===== src/common/orm_pkg.sv =====
// Shared constants and types for the OR and move instruction executer
package orm_pkg;

  // ------------------------------------------------------------------
  // Widths
  // ------------------------------------------------------------------
  localparam int DATA_W    = 8;
  localparam int ADDR_W    = 12;
  localparam int WORD_W    = 16;
  localparam int BANK_W    = 4;
  localparam int PTR_COUNT = 3;
  localparam int SEL_W     = 2;

  // ------------------------------------------------------------------
  // Instruction field positions
  // ------------------------------------------------------------------
  localparam int OPC8_LSB    = 8;
  localparam int OPC7_LSB    = 9;
  localparam int OPC6_LSB    = 10;
  localparam int OPC10_LSB   = 6;
  localparam int OPC4_LSB    = 12;
  localparam int DEST_BIT    = 9;
  localparam int ACCESS_BIT  = 8;
  localparam int PTR_SEL_LSB = 4;

  // ------------------------------------------------------------------
  // Opcode patterns
  // ------------------------------------------------------------------
  localparam logic [7:0] OPC_OR_LIT    = 8'h09;
  localparam logic [7:0] OPC_LOAD_LIT  = 8'h0e;
  localparam logic [7:0] OPC_LOAD_BANK = 8'h01;
  localparam logic [5:0] OPC_OR_FILE   = 6'h04;
  localparam logic [5:0] OPC_COPY_FILE = 6'h14;
  localparam logic [6:0] OPC_STORE_ACC = 7'h37;
  localparam logic [9:0] OPC_LOAD_PTR  = 10'h3b8;
  localparam logic [3:0] OPC_F2F_FIRST = 4'hc;

  // ------------------------------------------------------------------
  // Address map
  // ------------------------------------------------------------------
  localparam logic [7:0]        ACCESS_SPLIT = 8'h5f;
  localparam logic [BANK_W-1:0] ACCESS_LOW   = 4'h0;
  localparam logic [BANK_W-1:0] ACCESS_HIGH  = 4'hf;
  localparam logic [ADDR_W-1:0] ACC_ADDR     = 12'hfe0;
  localparam int                IDX_PTR      = 2;
  localparam logic [SEL_W-1:0]  PTR_LAST     = 2'h2;

  // ------------------------------------------------------------------
  // Types
  // ------------------------------------------------------------------
  typedef enum logic [1:0] {
    PH_DECODE, PH_READ, PH_PROCESS, PH_WRITE
  } orm_phase_type;

  typedef enum logic [3:0] {
    OP_IDLE, OP_OR_LIT, OP_OR_FILE, OP_COPY_FILE, OP_LOAD_LIT,
    OP_LOAD_BANK, OP_STORE_ACC, OP_PTR_HIGH, OP_PTR_LOW,
    OP_F2F_SRC, OP_F2F_DST
  } orm_op_type;

  typedef struct packed {
    logic              en;
    logic [ADDR_W-1:0] addr;
    logic [DATA_W-1:0] data;
  } orm_write_type;

  typedef logic [PTR_COUNT-1:0][ADDR_W-1:0] orm_ptr_type;

  typedef struct packed {
    orm_phase_type     phase;
    orm_op_type        op;
    logic              pendPtr;
    logic              pendMove;
    logic [WORD_W-1:0] instr;
    logic [DATA_W-1:0] acc;
    logic [DATA_W-1:0] bank;
    orm_ptr_type       ptr;
    logic [SEL_W-1:0]  ptrSel;
    logic              neg;
    logic              zero;
    logic [DATA_W-1:0] opnd;
    logic [DATA_W-1:0] result;
    logic [ADDR_W-1:0] rdAddr;
    orm_write_type     wr;
  } orm_state_type;

endpackage : orm_pkg


===== src/design/orm_addr_gen.sv =====
// Data address formation for single-word file register instructions
`timescale 1ns/10ps
module orm_addr_gen
  import orm_pkg::*;
(
  input  wire logic [DATA_W-1:0] fileAddr,
  input  wire logic              accessBit,
  input  wire logic [BANK_W-1:0] bankNibble,
  input  wire logic              extEnable,
  input  wire logic [ADDR_W-1:0] ptrBase,
  output      logic [ADDR_W-1:0] dataAddr
);

  // ------------------------------------------------------------------
  // Bank, access and indexed selection
  // ------------------------------------------------------------------
  always_comb begin
    if (accessBit) begin
      dataAddr = {bankNibble, fileAddr};
    end else if (extEnable && fileAddr <= ACCESS_SPLIT) begin
      // Indexed offset wraps at the top of the data space
      dataAddr = ptrBase + {{(ADDR_W-DATA_W){1'b0}}, fileAddr};
    end else if (fileAddr <= ACCESS_SPLIT) begin
      dataAddr = {ACCESS_LOW, fileAddr};
    end else begin
      dataAddr = {ACCESS_HIGH, fileAddr};
    end
  end

endmodule : orm_addr_gen


===== src/design/orm_exec.sv =====
// Decode and execute of the OR, literal and move instruction group
`timescale 1ns/10ps
module orm_exec
  import orm_pkg::*;
(
  input  wire logic                clock,
  input  wire logic                rst,
  input  wire logic [WORD_W-1:0]   instrWord,
  input  wire logic                extEnable,
  input  wire logic [DATA_W-1:0]   memRdData,
  output      logic                fetchStrobe,
  output      logic [ADDR_W-1:0]   memRdAddr,
  output      orm_write_type       memWrite,
  output      logic [DATA_W-1:0]   accumulator,
  output      logic [DATA_W-1:0]   bankSelect,
  output      orm_ptr_type         pointers,
  output      logic                negFlag,
  output      logic                zeroFlag,
  output      orm_phase_type       phase
);

  // ------------------------------------------------------------------
  // State and helpers
  // ------------------------------------------------------------------
  orm_state_type     state_reg;
  orm_state_type     state_next;
  logic [ADDR_W-1:0] fileAddr;
  logic              resNeg;
  logic              resZero;
  logic              fileOp;
  logic              toFile;
  logic [DATA_W-1:0] literal;

  assign literal = state_reg.instr[DATA_W-1:0];
  assign toFile  = state_reg.instr[DEST_BIT];
  assign fileOp  = (state_reg.op == OP_OR_FILE) ||
                   (state_reg.op == OP_COPY_FILE) ||
                   (state_reg.op == OP_STORE_ACC);

  orm_addr_gen u_addr (
    .fileAddr   (instrWord[DATA_W-1:0]),
    .accessBit  (instrWord[ACCESS_BIT]),
    .bankNibble (state_reg.bank[BANK_W-1:0]),
    .extEnable  (extEnable),
    .ptrBase    (state_reg.ptr[IDX_PTR]),
    .dataAddr   (fileAddr)
  );

  orm_flag_calc u_flags (
    .value   (state_reg.result),
    .negOut  (resNeg),
    .zeroOut (resZero)
  );

  // ------------------------------------------------------------------
  // Next state
  // ------------------------------------------------------------------
  always_comb begin
    state_next = state_reg;
    unique case (state_reg.phase)
      PH_DECODE: begin
        state_next.phase = PH_READ;
        state_next.instr = instrWord;
        state_next.rdAddr = fileAddr;
        state_next.op = OP_IDLE;
        state_next.pendPtr = 1'b0;
        state_next.pendMove = 1'b0;
        if (state_reg.pendMove) begin
          state_next.op = OP_F2F_DST;
        end else if (state_reg.pendPtr) begin
          state_next.op = OP_PTR_LOW;
        end else if (instrWord[WORD_W-1:OPC8_LSB] == OPC_OR_LIT) begin
          state_next.op = OP_OR_LIT;
        end else if (instrWord[WORD_W-1:OPC8_LSB] == OPC_LOAD_LIT) begin
          state_next.op = OP_LOAD_LIT;
        end else if (instrWord[WORD_W-1:OPC8_LSB] == OPC_LOAD_BANK) begin
          state_next.op = OP_LOAD_BANK;
        end else if (instrWord[WORD_W-1:OPC6_LSB] == OPC_OR_FILE) begin
          state_next.op = OP_OR_FILE;
        end else if (instrWord[WORD_W-1:OPC6_LSB] == OPC_COPY_FILE) begin
          state_next.op = OP_COPY_FILE;
        end else if (instrWord[WORD_W-1:OPC7_LSB] == OPC_STORE_ACC) begin
          state_next.op = OP_STORE_ACC;
        end else if (instrWord[WORD_W-1:OPC10_LSB] == OPC_LOAD_PTR) begin
          state_next.op = OP_PTR_HIGH;
        end else if (instrWord[WORD_W-1:OPC4_LSB] == OPC_F2F_FIRST) begin
          state_next.op = OP_F2F_SRC;
          // Full 12-bit address, no banking applied
          state_next.rdAddr = instrWord[ADDR_W-1:0];
        end
      end
      PH_READ: begin
        state_next.phase = PH_PROCESS;
        unique case (state_reg.op)
          OP_OR_FILE, OP_COPY_FILE, OP_F2F_SRC: begin
            // The accumulator has no memory cell behind its address
            if (state_reg.rdAddr == ACC_ADDR) begin
              state_next.opnd = state_reg.acc;
            end else begin
              state_next.opnd = memRdData;
            end
          end
          OP_STORE_ACC: begin
            state_next.opnd = state_reg.acc;
          end
          OP_F2F_DST: begin
            state_next.opnd = state_reg.opnd;
          end
          default: begin
            state_next.opnd = literal;
          end
        endcase
      end
      PH_PROCESS: begin
        state_next.phase = PH_WRITE;
        state_next.wr.data = state_reg.opnd;
        state_next.wr.addr = state_reg.rdAddr;
        state_next.wr.en = 1'b0;
        if (state_reg.op == OP_OR_LIT || state_reg.op == OP_OR_FILE) begin
          state_next.result = state_reg.acc | state_reg.opnd;
        end else begin
          state_next.result = state_reg.opnd;
        end
        unique case (state_reg.op)
          OP_OR_FILE: begin
            state_next.wr.data = state_reg.acc | state_reg.opnd;
            state_next.wr.en = toFile;
          end
          OP_COPY_FILE: begin
            state_next.wr.en = toFile;
          end
          OP_STORE_ACC: begin
            state_next.wr.en = 1'b1;
          end
          OP_F2F_DST: begin
            // Program counter and stack top targets are left to software
            state_next.wr.addr = state_reg.instr[ADDR_W-1:0];
            state_next.wr.en = (state_reg.instr[ADDR_W-1:0] != ACC_ADDR);
          end
          default: begin
            state_next.wr.en = 1'b0;
          end
        endcase
      end
      PH_WRITE: begin
        state_next.phase = PH_DECODE;
        state_next.wr.en = 1'b0;
        state_next.op = OP_IDLE;
        unique case (state_reg.op)
          OP_OR_LIT: begin
            state_next.acc = state_reg.result;
            state_next.neg = resNeg;
            state_next.zero = resZero;
          end
          OP_OR_FILE, OP_COPY_FILE: begin
            if (!toFile) begin
              state_next.acc = state_reg.result;
            end
            state_next.neg = resNeg;
            state_next.zero = resZero;
          end
          OP_LOAD_LIT: begin
            state_next.acc = state_reg.result;
          end
          OP_LOAD_BANK: begin
            state_next.bank = {{(DATA_W-BANK_W){1'b0}},
                               state_reg.result[BANK_W-1:0]};
          end
          OP_PTR_HIGH: begin
            state_next.pendPtr = 1'b1;
            state_next.ptrSel =
              state_reg.instr[PTR_SEL_LSB+SEL_W-1:PTR_SEL_LSB];
            // A selector of three names no pointer and is dropped
            if (state_next.ptrSel <= PTR_LAST) begin
              state_next.ptr[state_next.ptrSel][ADDR_W-1:DATA_W] =
                state_reg.instr[ADDR_W-DATA_W-1:0];
            end
          end
          OP_PTR_LOW: begin
            if (state_reg.ptrSel <= PTR_LAST) begin
              state_next.ptr[state_reg.ptrSel][DATA_W-1:0] =
                state_reg.result;
            end
          end
          OP_F2F_SRC: begin
            state_next.pendMove = 1'b1;
          end
          OP_F2F_DST: begin
            if (state_reg.instr[ADDR_W-1:0] == ACC_ADDR) begin
              state_next.acc = state_reg.result;
            end
          end
          default: begin
            state_next.acc = state_reg.acc;
          end
        endcase
      end
    endcase
  end

  always_ff @(posedge clock) begin
    if (rst) begin
      state_reg <= '0;
    end else begin
      state_reg <= state_next;
    end
  end

  // ------------------------------------------------------------------
  // Outputs
  // ------------------------------------------------------------------
  assign fetchStrobe = (state_reg.phase == PH_DECODE);
  assign memRdAddr   = state_reg.rdAddr;
  assign memWrite    = state_reg.wr;
  assign accumulator = state_reg.acc;
  assign bankSelect  = state_reg.bank;
  assign pointers    = state_reg.ptr;
  assign negFlag     = state_reg.neg;
  assign zeroFlag    = state_reg.zero;
  assign phase       = state_reg.phase;

  // ------------------------------------------------------------------
  // Checks
  // ------------------------------------------------------------------
  logic freshDecode;
  assign freshDecode = fetchStrobe && !state_reg.pendPtr &&
                       !state_reg.pendMove;

  a_phase_order: assert property (@(posedge clock) disable iff (rst)
    phase == PH_DECODE |=> phase == PH_READ ##1 phase == PH_PROCESS
      ##1 phase == PH_WRITE ##1 phase == PH_DECODE)
    else $error("quarter phases out of order");

  a_or_literal: assert property (@(posedge clock) disable iff (rst)
    freshDecode && instrWord[WORD_W-1:OPC8_LSB] == OPC_OR_LIT |->
      ##4 accumulator == ($past(accumulator, 4) |
                          $past(instrWord[DATA_W-1:0], 4)))
    else $error("or literal result wrong");

  a_flag_values: assert property (@(posedge clock) disable iff (rst)
    phase == PH_WRITE && (state_reg.op == OP_OR_LIT ||
      (state_reg.op == OP_COPY_FILE && !toFile)) |=>
      zeroFlag == (accumulator == '0) && negFlag == accumulator[DATA_W-1])
    else $error("negative or zero flag wrong");

  a_literal_keep: assert property (@(posedge clock) disable iff (rst)
    freshDecode && instrWord[WORD_W-1:OPC8_LSB] == OPC_LOAD_LIT |->
      ##4 accumulator == $past(instrWord[DATA_W-1:0], 4) &&
      $stable(negFlag) && $stable(zeroFlag))
    else $error("load literal wrong");

  a_bank_nibble: assert property (@(posedge clock) disable iff (rst)
    freshDecode && instrWord[WORD_W-1:OPC8_LSB] == OPC_LOAD_BANK |->
      ##4 bankSelect == {{(DATA_W-BANK_W){1'b0}},
                         $past(instrWord[BANK_W-1:0], 4)})
    else $error("bank nibble wrong");

  a_store_acc: assert property (@(posedge clock) disable iff (rst)
    phase == PH_WRITE && state_reg.op == OP_STORE_ACC |->
      memWrite.en && memWrite.data == accumulator &&
      memWrite.addr == memRdAddr)
    else $error("store accumulator write wrong");

  a_dest_route: assert property (@(posedge clock) disable iff (rst)
    phase == PH_WRITE && (state_reg.op == OP_OR_FILE ||
      state_reg.op == OP_COPY_FILE) |-> memWrite.en == toFile)
    else $error("destination bit routing wrong");

  a_bank_addr: assert property (@(posedge clock) disable iff (rst)
    phase == PH_READ && fileOp && state_reg.instr[ACCESS_BIT] |->
      memRdAddr == {state_reg.bank[BANK_W-1:0], literal})
    else $error("banked address wrong");

  a_access_high: assert property (@(posedge clock) disable iff (rst)
    phase == PH_READ && fileOp && !state_reg.instr[ACCESS_BIT] &&
      literal > ACCESS_SPLIT |-> memRdAddr == {ACCESS_HIGH, literal})
    else $error("access bank address wrong");

  a_move_write: assert property (@(posedge clock) disable iff (rst)
    phase == PH_WRITE && state_reg.op == OP_F2F_DST && memWrite.en |->
      memWrite.addr == state_reg.instr[ADDR_W-1:0] &&
      memWrite.data == state_reg.opnd
      ##1 $stable(negFlag) && $stable(zeroFlag))
    else $error("file to file copy wrong");

  a_ptr_low: assert property (@(posedge clock) disable iff (rst)
    phase == PH_WRITE && state_reg.op == OP_PTR_LOW &&
      state_reg.ptrSel <= PTR_LAST |=>
      pointers[$past(state_reg.ptrSel)][DATA_W-1:0] == $past(literal))
    else $error("pointer low byte wrong");

endmodule : orm_exec


===== src/design/orm_flag_calc.sv =====
// Negative and zero flag computation for an 8-bit result
`timescale 1ns/10ps
module orm_flag_calc
  import orm_pkg::*;
(
  input  wire logic [DATA_W-1:0] value,
  output      logic              negOut,
  output      logic              zeroOut
);

  // ------------------------------------------------------------------
  // Flags
  // ------------------------------------------------------------------
  assign negOut  = value[DATA_W-1];
  assign zeroOut = (value == '0);

endmodule : orm_flag_calc


===== config.mk =====
export PLATFORM = sky130hd
export DESIGN_NAME = orm_exec
export DESIGN_NICKNAME = d
export VERILOG_FILES = /design/src/common/orm_pkg.sv /design/src/design/orm_addr_gen.sv /design/src/design/orm_exec.sv /design/src/design/orm_flag_calc.sv
export SDC_FILE = /design/constraint.sdc
export NUM_CORES = 1
export LEC_CHECK = 0
export ABC_AREA = 1
export BUFFER_PORTS_ARGS = -buffer_cell sky130_fd_sc_hd__buf_2
export CAP_MARGIN = 30
export CORE_MARGIN = 1.5
export CORE_UTILIZATION = 50
export DETAILED_ROUTE_END_ITERATION = 12
export PLACE_DENSITY = 0.7
export SKIP_CTS_REPAIR_TIMING = 1
export SYNTH_ARGS = -nofsm -noshare
export SYNTH_HDL_FRONTEND = slang
export SYNTH_SLANG_ARGS = --single-unit

===== constraint.sdc =====
create_clock -name clock -period 2.4 [get_ports clock]
set_input_delay 0.24 -clock clock [delete_from_list [all_inputs] [get_ports clock]]
set_output_delay 0.24 -clock clock [all_outputs]
set_load 0.005 [all_outputs]

==> results of run 1 <==
## layout make-up
type / count / share of cell area
multi-input combinational: 591 / 0.411
sequential: 121 / 0.336
timing repair buffer: 120 / 0.0878
clock buffer: 24 / 0.0682
inverter: 103 / 0.0540
tap: 172 / 0.0299
clock inverter: 7 / 0.0127
## per-stage QoR
step	utilization	instance area [um2]
finish	0.567	7210
floorplan	-	6580
global placement	0.521	6630
detailed placement	0.521	6630
global route	0.567	7210
CTS	0.567	7210
## worst max-delay path, delay by kind of cell, from the launching register on
family,cells,cell delay (ps)
adders and majority gates,1,460
and+or+nand+nor,6,840
DFF,1,370
AOI/OAI and AO/OA,1,180
## worst max path at each step
| stage | startpoint | to | slack, ps | cells past startpoint |
|---|---|---|---|---|
| 6_report | phase[1] | pointers[28] | 440 | 8 |
| 5_1_grt | phase[1] | pointers[3] | 230 | 8 |
| 4_1_cts | pointers[24] | memRdAddr[10] | 430 | 13 |
| 3_5_place_dp | pointers[24] | memRdAddr[10] | 430 | 13 |
| 3_3_place_gp | phase[0] | pointers[1] | 490 | 8 |
| 2_1_floorplan | pointers[24] | memRdAddr[10] | 640 | 13 |
## placed cells by master (no fill, tap or decap), drive strengths merged, types with 11 or more instances in the layout
| master | n |
|---|---|
| dfxtp | 121 |
| nor3 | 11 |
| a21oi | 99 |
| clkbuf | 24 |
| buf | 120 |
| nor2 | 92 |
| inv | 102 |
| ha | 12 |
| o211ai | 14 |
| nand3 | 36 |
| nand2 | 184 |
| nand4 | 20 |
| o21ai | 92 |
## logic make-up after synthesis
| group | share of synthesized area |
|---|---|
| and+or+nand+nor | 0.237 |
| buffers and inverters | 0.181 |
| AOI/OAI and AO/OA | 0.180 |
| DFF | 0.369 |
| adders and majority gates | 0.0259 |
| xor gates and xnor gates | 0.00667 |
| other | 0.000571 |
## per-layer routing
| metal | vias to the layer above | global-route usage | part of all wire |
|---|---|---|---|
| met4 | 0 | 0.0998 | 0.024 |
| met5 | - | 0 | 0 |
| met1 | 2683 | 0.358 | 0.46 |
| met3 | 37 | 0.0586 | 0.067 |
| li1 | 3013 | - | - |
| met2 | 229 | 0.386 | 0.45 |
## power by group through the flow
stage | Combinational, mW | Sequential [mW] | Clock (mW)
floorplan | 0.374 | 2.20 | 0
global placement | 0.475 | 2.25 | 0
detailed placement | 0.477 | 2.25 | 0
CTS | 0.483 | 2.21 | 2.53
global route | 0.547 | 2.22 | 2.65
finish | 0.487 | 2.21 | 2.52
==> results.cfg, run 1 <==
[clock_tree]
cts_root_buffer = clkbuf_16
path_clk_slew_ps = 60
htreeDepth = 4
clockBufferDepth = 2
cts_made_buffers = 17
tritoncts = done
clk-insertion-delay-late_ps = 420
clock-sinks = 121

[critical_path]
path_cells = ha_1 -> nand4_4 -> nor2_2 -> nor2_2 -> nand2_8 -> nand2_2 -> o21ai_1 -> nor2_1
end_kind = flop
r2r_slack_ps = 440
crit_slowest_cell = ha_1
cpMostUsedCell = nor2_2
critPathMaxFanout = 27
cp_slowest_stage_delay_ps = 460
timing.rr.end = pointers[28]
r2r.worst_path.cells = 8
crit_type = reg -> reg
timing.rr.start = phase[1]
required_ps = 2710
worst_ep_arrival_time_ps = 2270
start_kind = flop

[worst_hold_path]
worstHoldStart = instrWord[3]
worstHoldEndpoint = literal[3]
hp-class = in -> reg
hold_depth = 3

[status]
outcome = completed

[run]
maxCapViolCount = 0

[timing]
post-route-min-period_ps = 1960
min_period_over_period = 0.818
maxSlewViolCount = 0
skew_ps = 6.00
final.setup.worst_slack_ps = 437
setup_violations = 0
max_freq_mhz = 509
whs_ps = 113
tightest_slew_ps = 636
rsz0062_at_grt = false
finalHoldViolCount = 0
tns_ps = 0
relSlewSlack = 0.576

[logic_synthesis]
synth_cell_types = 44
synth_area_leaders = dfxtp_1 37%, buf_4 10%, nand2_1 10%
synth.most_common_cell = nand2_1
ys_ff_latch = 121
synth.largest_area_cell = dfxtp_1
avgSynthCellArea_um2 = 7.05
synthCells = 931
async_flop_share = 0
synth-seq-area-share = 0.369
synth_commonest_cells = 176 x nand2_1, 121 x dfxtp_1, 98 x a21oi_1, 96 x inv_1, 89 x buf_4
syn-cell-area_um2 = 6570
synth-edff-count = 0
synth_top_area_frac = 0.369
yosys_warnings = 0
synthFlopType = dfxtp_1

[final_layout]
layout.nets = 994
finalNonFillerCells = 1138
largest_register_ff_count = 36
multi_input_area_um2 = 2970
num-fill-cells = 1282
drive_gt1_frac = 0.182
area_growth_pct = 9.80
antenna_cells = 0
seqCellArea_um2 = 2420

[pwr]
switchingPower_mw = 1.31
pwr-share-clk = 0.483
seq_power_share = 0.423
peakVddDrop_uv = 460
p_int_mw = 3.91
p_total_mw = 5.22
power_frac_comb = 0.093
power_density_nw_per_um2 = 724
leakagePower_nw = 3.46
swShare = 0.251

[floorplanning]
die-area_um2 = 13800
ioPinCount = 117
rows = 41
core-area_um2 = 12700
die_h_um = 118
start_util = 0.516
die_w_um = 118

[place]
portBuffers = 112
place_ws_ps = 431
post-place-cells = 1107
finalWeightedCongestion = 0.915
place_hpwl_um = 12600

[drt]
detail-route-antenna-nets = 0
drc_errors = 0
wirelength_um = 17600
dr.pass1.iters = 7
detailroute.via_count = 5962
post_drt_wl_per_cell_um = 15.5
drt_iter0_markers = 529
viasPerCell = 5.24

[grt]
first_global_vias = 5467
grt_start_max_net_pins = 38
globalRouteTotalUtil = 0.257
grt_pass1_wl_um = 28300
antenna_found_initial = 0
grt-ovfl-total = 0
Note: power is estimated with default switching activity, not from simulation.
==> run 2, diff against run 1 <==
--- a/config.mk
+++ b/config.mk
@@ -11,7 +11,7 @@
 export CORE_MARGIN = 1.5
 export CORE_UTILIZATION = 50
 export DETAILED_ROUTE_END_ITERATION = 12
-export PLACE_DENSITY = 0.7
+export PLACE_DENSITY = 0.72
 export SKIP_CTS_REPAIR_TIMING = 1
 export SYNTH_ARGS = -nofsm -noshare
 export SYNTH_HDL_FRONTEND = slang
==> constraint.sdc (replaced) <==
create_clock -name clock -period 1.6 [get_ports clock]
set_input_delay 0.16 -clock clock [delete_from_list [all_inputs] [get_ports clock]]
set_output_delay 0.16 -clock clock [all_outputs]
set_load 0.005 [all_outputs]
==> run 2 against run 1 <==
Critical path type unchanged. Cell area rose by 13%. The flow now finishes with violations (negative setup slack). Flip-flop and latch count did not move. Final cell count rose by 7.7%. Critical endpoint is now memRdAddr[10]. Via count grew 7.7%. Non-clock buffer count grew 88. Setup slack got worse by 590 ps. Global-route usage increased by 0.72 points. Total power is 48% higher. Fmax grew 12%. Utilization is 7.6 points higher.
==> results.cfg, run 2 (same netlist as run 1, synthesis figures left out) <==
[place]
post-place-cells = 1189
portBuffers = 112
place_hpwl_um = 13400
finalWeightedCongestion = 0.911

[critical_path]
crit_slowest_cell = dfxtp_2
end_kind = flop
critPathMaxFanout = 3
worst_ep_arrival_time_ps = 2110
cpMostUsedCell = nand2_1
path_cells = ha_4 -> inv_2 -> fa_2 -> nand3b_1 -> nand2_2 -> nand2_2 -> nand2_2 -> nand2_1 -> nand2_1 -> nand3_1 -> nand2_1 -> nand2_1 -> a21oi_1
crit_type = reg -> reg
required_ps = 1960
cp-endpoint = memRdAddr[10]
r2r.worst_path.cells = 13
crit_path_start = pointers[24]
timing.rr.start = pointers[24]
cp_slowest_stage_delay_ps = 350
start_kind = flop
timing.rr.end = memRdAddr[10]
r2r_slack_ps = -150

[drt]
dr.pass1.iters = 5
drt_iter0_markers = 504
detail-route-antenna-nets = 0
drc_errors = 0
post_drt_wl_per_cell_um = 15.5
wirelength_um = 19000
viasPerCell = 5.24
detailroute.via_count = 6422

[clock_tree]
clock-sinks = 121
cts_made_buffers = 17
htreeDepth = 4
clockBufferDepth = 2
path_clk_slew_ps = 50
cts_root_buffer = clkbuf_16
tritoncts = done
clk-insertion-delay-late_ps = 430

[floorplanning]
start_util = 0.516
ioPinCount = 117
core-area_um2 = 12700
die_w_um = 118
rows = 41
die_h_um = 118
die-area_um2 = 13800

[status]
violations = negative setup slack
outcome = finished with violations

[final_layout]
finalNonFillerCells = 1226
drive_gt1_frac = 0.306
layout_common_cells = 169 x nand2_1, 112 x buf_2, 110 x dfxtp_1
layout.nets = 1083
largest_register_ff_count = 36
area_growth_pct = 24.5
antenna_cells = 0
utilization = 0.642
layout_commonest_cell = nand2_1

[grt]
grt_start_max_net_pins = 56
antenna_found_initial = 0
first_global_vias = 5739
grt-ovfl-total = 0
grt_pass1_wl_um = 29000
globalRouteTotalUtil = 0.264

[timing]
post-route-min-period_ps = 1750
min_period_over_period = 1.09
rsz0062_at_grt = true
setup_violations = 5
finalHoldViolCount = 0
maxSlewViolCount = 0
max_freq_mhz = 571
final.setup.worst_slack_ps = -150
skew_ps = 8.55

[pwr]
power_frac_comb = 0.126
leakagePower_nw = 3.93
pwr-share-clk = 0.451
power_density_nw_per_um2 = 947
switchingPower_mw = 2.04
swShare = 0.263
peakVddDrop_uv = 662
p_int_mw = 5.70
seq_power_share = 0.423

[run]
maxCapViolCount = 0

[worst_hold_path]
hp-class = in -> reg
[run 2: final cells by class]
type / instances / area (um2)
Clock buffer: 21 / 450
Clock inverter: 9 / 77.6
Fill cell: 1197 / 4550
Inverter: 103 / 393
Multi-Input combinational cell: 592 / 3280
Sequential cell: 121 / 2440
Tap cell: 172 / 215
Timing Repair Buffer: 208 / 1310
[run 2: through the flow]
| stage | setup WS (ps) | total power [mW] | area (um2) | setup TNS [ps] | hold WS (ps) |
|---|---|---|---|---|---|
| detailed placement | -188 | 4.23 | 7270 | -1070 | 435 |
| global placement | -132 | 4.22 | 7270 | -404 | 431 |
| CTS | -192 | 7.70 | 7800 | -1710 | 24.4 |
| floorplan | -59.9 | 3.86 | 6600 | -114 | 295 |
| finish | -150 | 7.74 | 8170 | -573 | 58.3 |
| global route | -261 | 8.03 | 8170 | -1290 | 69.7 |
[run 2: power groups by stage]
stage	combinational, mW	clock (mW)	sequential (mW)
3_3_place_gp	0.891	0	3.33
6_report	0.973	3.49	3.28
2_1_floorplan	0.561	0	3.30
4_1_cts	0.903	3.53	3.27
3_5_place_dp	0.898	0	3.33
5_1_grt	1.08	3.67	3.29
[run 2: per-layer routing]
layer / routed length (um) / vias to the layer above / track usage
met5: 0 / - / 0
met4: 613 / 0 / 0.106
met3: 1250 / 47 / 0.0480
met2: 8920 / 243 / 0.431
met1: 8220 / 2926 / 0.346
li1: - / 3206 / -
[run 2: worst min-delay path by stage]
stage                  start        endpoint  slack, ps  cells after the start
2_1_floorplan  instrWord[10]  state_reg[115]        290                      2
3_3_place_gp    pointers[22]    pointers[22]        430                      2
3_5_place_dp    pointers[23]    pointers[23]        430                      2
4_1_cts         instrWord[3]      literal[3]         20                      3
5_1_grt        instrWord[10]  state_reg[115]         70                      3
6_report       instrWord[11]  state_reg[116]         60                      3
[run 2: worst max-delay path, delay by kind of cell, from the launching register on]
kind,cells,cell delay (ps)
compound gates,1,120
buf+inv,1,40
fa+ha+maj,2,470
flops,1,350
simple gates,9,670
==> run 3, diff against run 2 <==
--- a/config.mk
+++ b/config.mk
@@ -12,6 +12,7 @@
 export CORE_UTILIZATION = 50
 export DETAILED_ROUTE_END_ITERATION = 12
 export PLACE_DENSITY = 0.72
+export SETUP_SLACK_MARGIN = 0.2
 export SKIP_CTS_REPAIR_TIMING = 1
 export SYNTH_ARGS = -nofsm -noshare
 export SYNTH_HDL_FRONTEND = slang
==> run 3 against run 2 <==
The flow still finishes with violations (negative setup slack). Combinational power rose by 24%. Via count up 6.2%. Clock skew barely moved. Sequential share of layout area fell by 3.3 points. Fmax down 2.3%. Register-to-register slack got worse by 40 ps. Non-clock buffer count increased by 14. Final cell count is 1.5% higher. Clock power up 6.3%.
==> results.cfg, run 3 (same netlist as run 1, synthesis figures left out) <==
[status]
violations = negative setup slack
outcome = finished with violations

[timing]
setup_violations = 7
whs_ps = 65.3
post-route-min-period_ps = 1790
skew_ps = 8.24
relSlewSlack = 0.641
tns_ps = -705
finalHoldViolCount = 0
min_period_over_period = 1.12
rsz0062_at_grt = true
max_freq_mhz = 558
tightest_slew_ps = 538
final.setup.worst_slack_ps = -191
maxSlewViolCount = 0

[critical_path]
required_ps = 1960
start_kind = flop
end_kind = flop
r2r_slack_ps = -190
crit_type = reg -> reg
worst_ep_arrival_time_ps = 2150
r2r.worst_path.cells = 13
critPathMaxFanout = 3

[grt]
antenna_found_initial = 0
grt_pass1_wl_um = 28700
grt_start_max_net_pins = 62
first_global_vias = 5710
globalRouteTotalUtil = 0.261
grt-ovfl-total = 0

[clock_tree]
path_clk_slew_ps = 50
htreeDepth = 4
clockBufferDepth = 2
cts_made_buffers = 17
cts_root_buffer = clkbuf_16
clock-sinks = 121
tritoncts = done
clk-insertion-delay-late_ps = 420

[pwr]
peakVddDrop_uv = 969
leakagePower_nw = 4.24
power_density_nw_per_um2 = 883
p_total_mw = 8.23

[drt]
viasPerCell = 5.48
post_drt_wl_per_cell_um = 17.3
wirelength_um = 21500
detailroute.via_count = 6817
drc_errors = 0
detail-route-antenna-nets = 0
drt_iter0_markers = 685
dr.pass1.iters = 6

[final_layout]
layout_commonest_cell = nand2_1
drive_gt1_frac = 0.457
layout.nets = 1099
layout_common_cells = 126 x nand2_1, 111 x buf_2, 100 x dfxtp_1
antenna_cells = 0
area_growth_pct = 41.8
num-fill-cells = 944
seqCellArea_um2 = 2470
multi_input_area_um2 = 4050
largest_register_ff_count = 36

[floorplanning]
core-area_um2 = 12700
start_util = 0.516
rows = 41
die_h_um = 118
die_w_um = 118
die-area_um2 = 13800
ioPinCount = 117

[worst_hold_path]
hold_depth = 3
hp-class = in -> reg

[run]
maxCapViolCount = 0

[place]
finalWeightedCongestion = 0.954
place_hpwl_um = 13300
portBuffers = 112
-- run 3: power breakdown --
group	total (mW)	switching [mW]	internal (mW)
sequential	3.30	0.153	3.15
combinational	1.21	0.704	0.504
clock	3.71	1.35	2.36
-- run 3: worst max-delay path: stages (launching register included) --
cell      delay [ps]
dfxtp_2          350
ha_4             140
inv_2             40
fa_2             360
nand3b_1         200
nand2_2          130
nand2_2           70
nand2_2           70
nand2_1           60
nand2_1           50
nand3_1           60
nand2_1           70
nand2_1           60
a21oi_2          100
-- run 3: layout make-up --
type | instances | share of cell area
well taps | 172 | 0.0231
clock buffers | 24 | 0.0507
repair inverters | 1 | 0.000806
inverters | 103 | 0.0451
flip-flops and latches | 121 | 0.265
repair buffers | 222 | 0.170
multi-input cells | 593 | 0.435
clock inverters | 8 | 0.0102
-- run 3: per-layer routing --
layer / up-vias / part of all wire / routed length, um / track usage
li1: 3232 / - / - / -
met5: - / 0 / 0 / 0
met2: 315 / 0.48 / 10400 / 0.411
met4: 0 / 0.038 / 824 / 0.0976
met1: 3202 / 0.41 / 8900 / 0.354
met3: 68 / 0.067 / 1440 / 0.0552
-- run 3: worst paths after layout --
kind / start / end
worst max register to register: pointers[24] / memRdAddr[10]
worst min-delay path: instrWord[8] / state_reg[113]
worst max-delay path: pointers[24] / memRdAddr[10]
worst min register to register: pointers[11] / pointers[11]
-- run 3: through the flow --
stage / setup WS [ps] / cells / utilization / instance area [um2]
2_1_floorplan: -58.6 / 934 / - / 6680
3_3_place_gp: -118 / 1181 / 0.572 / 7280
3_5_place_dp: -158 / 1181 / 0.572 / 7280
4_1_cts: -148 / 1213 / 0.617 / 7850
5_1_grt: -314 / 1244 / 0.732 / 9310
6_report: -191 / 1244 / 0.732 / 9310
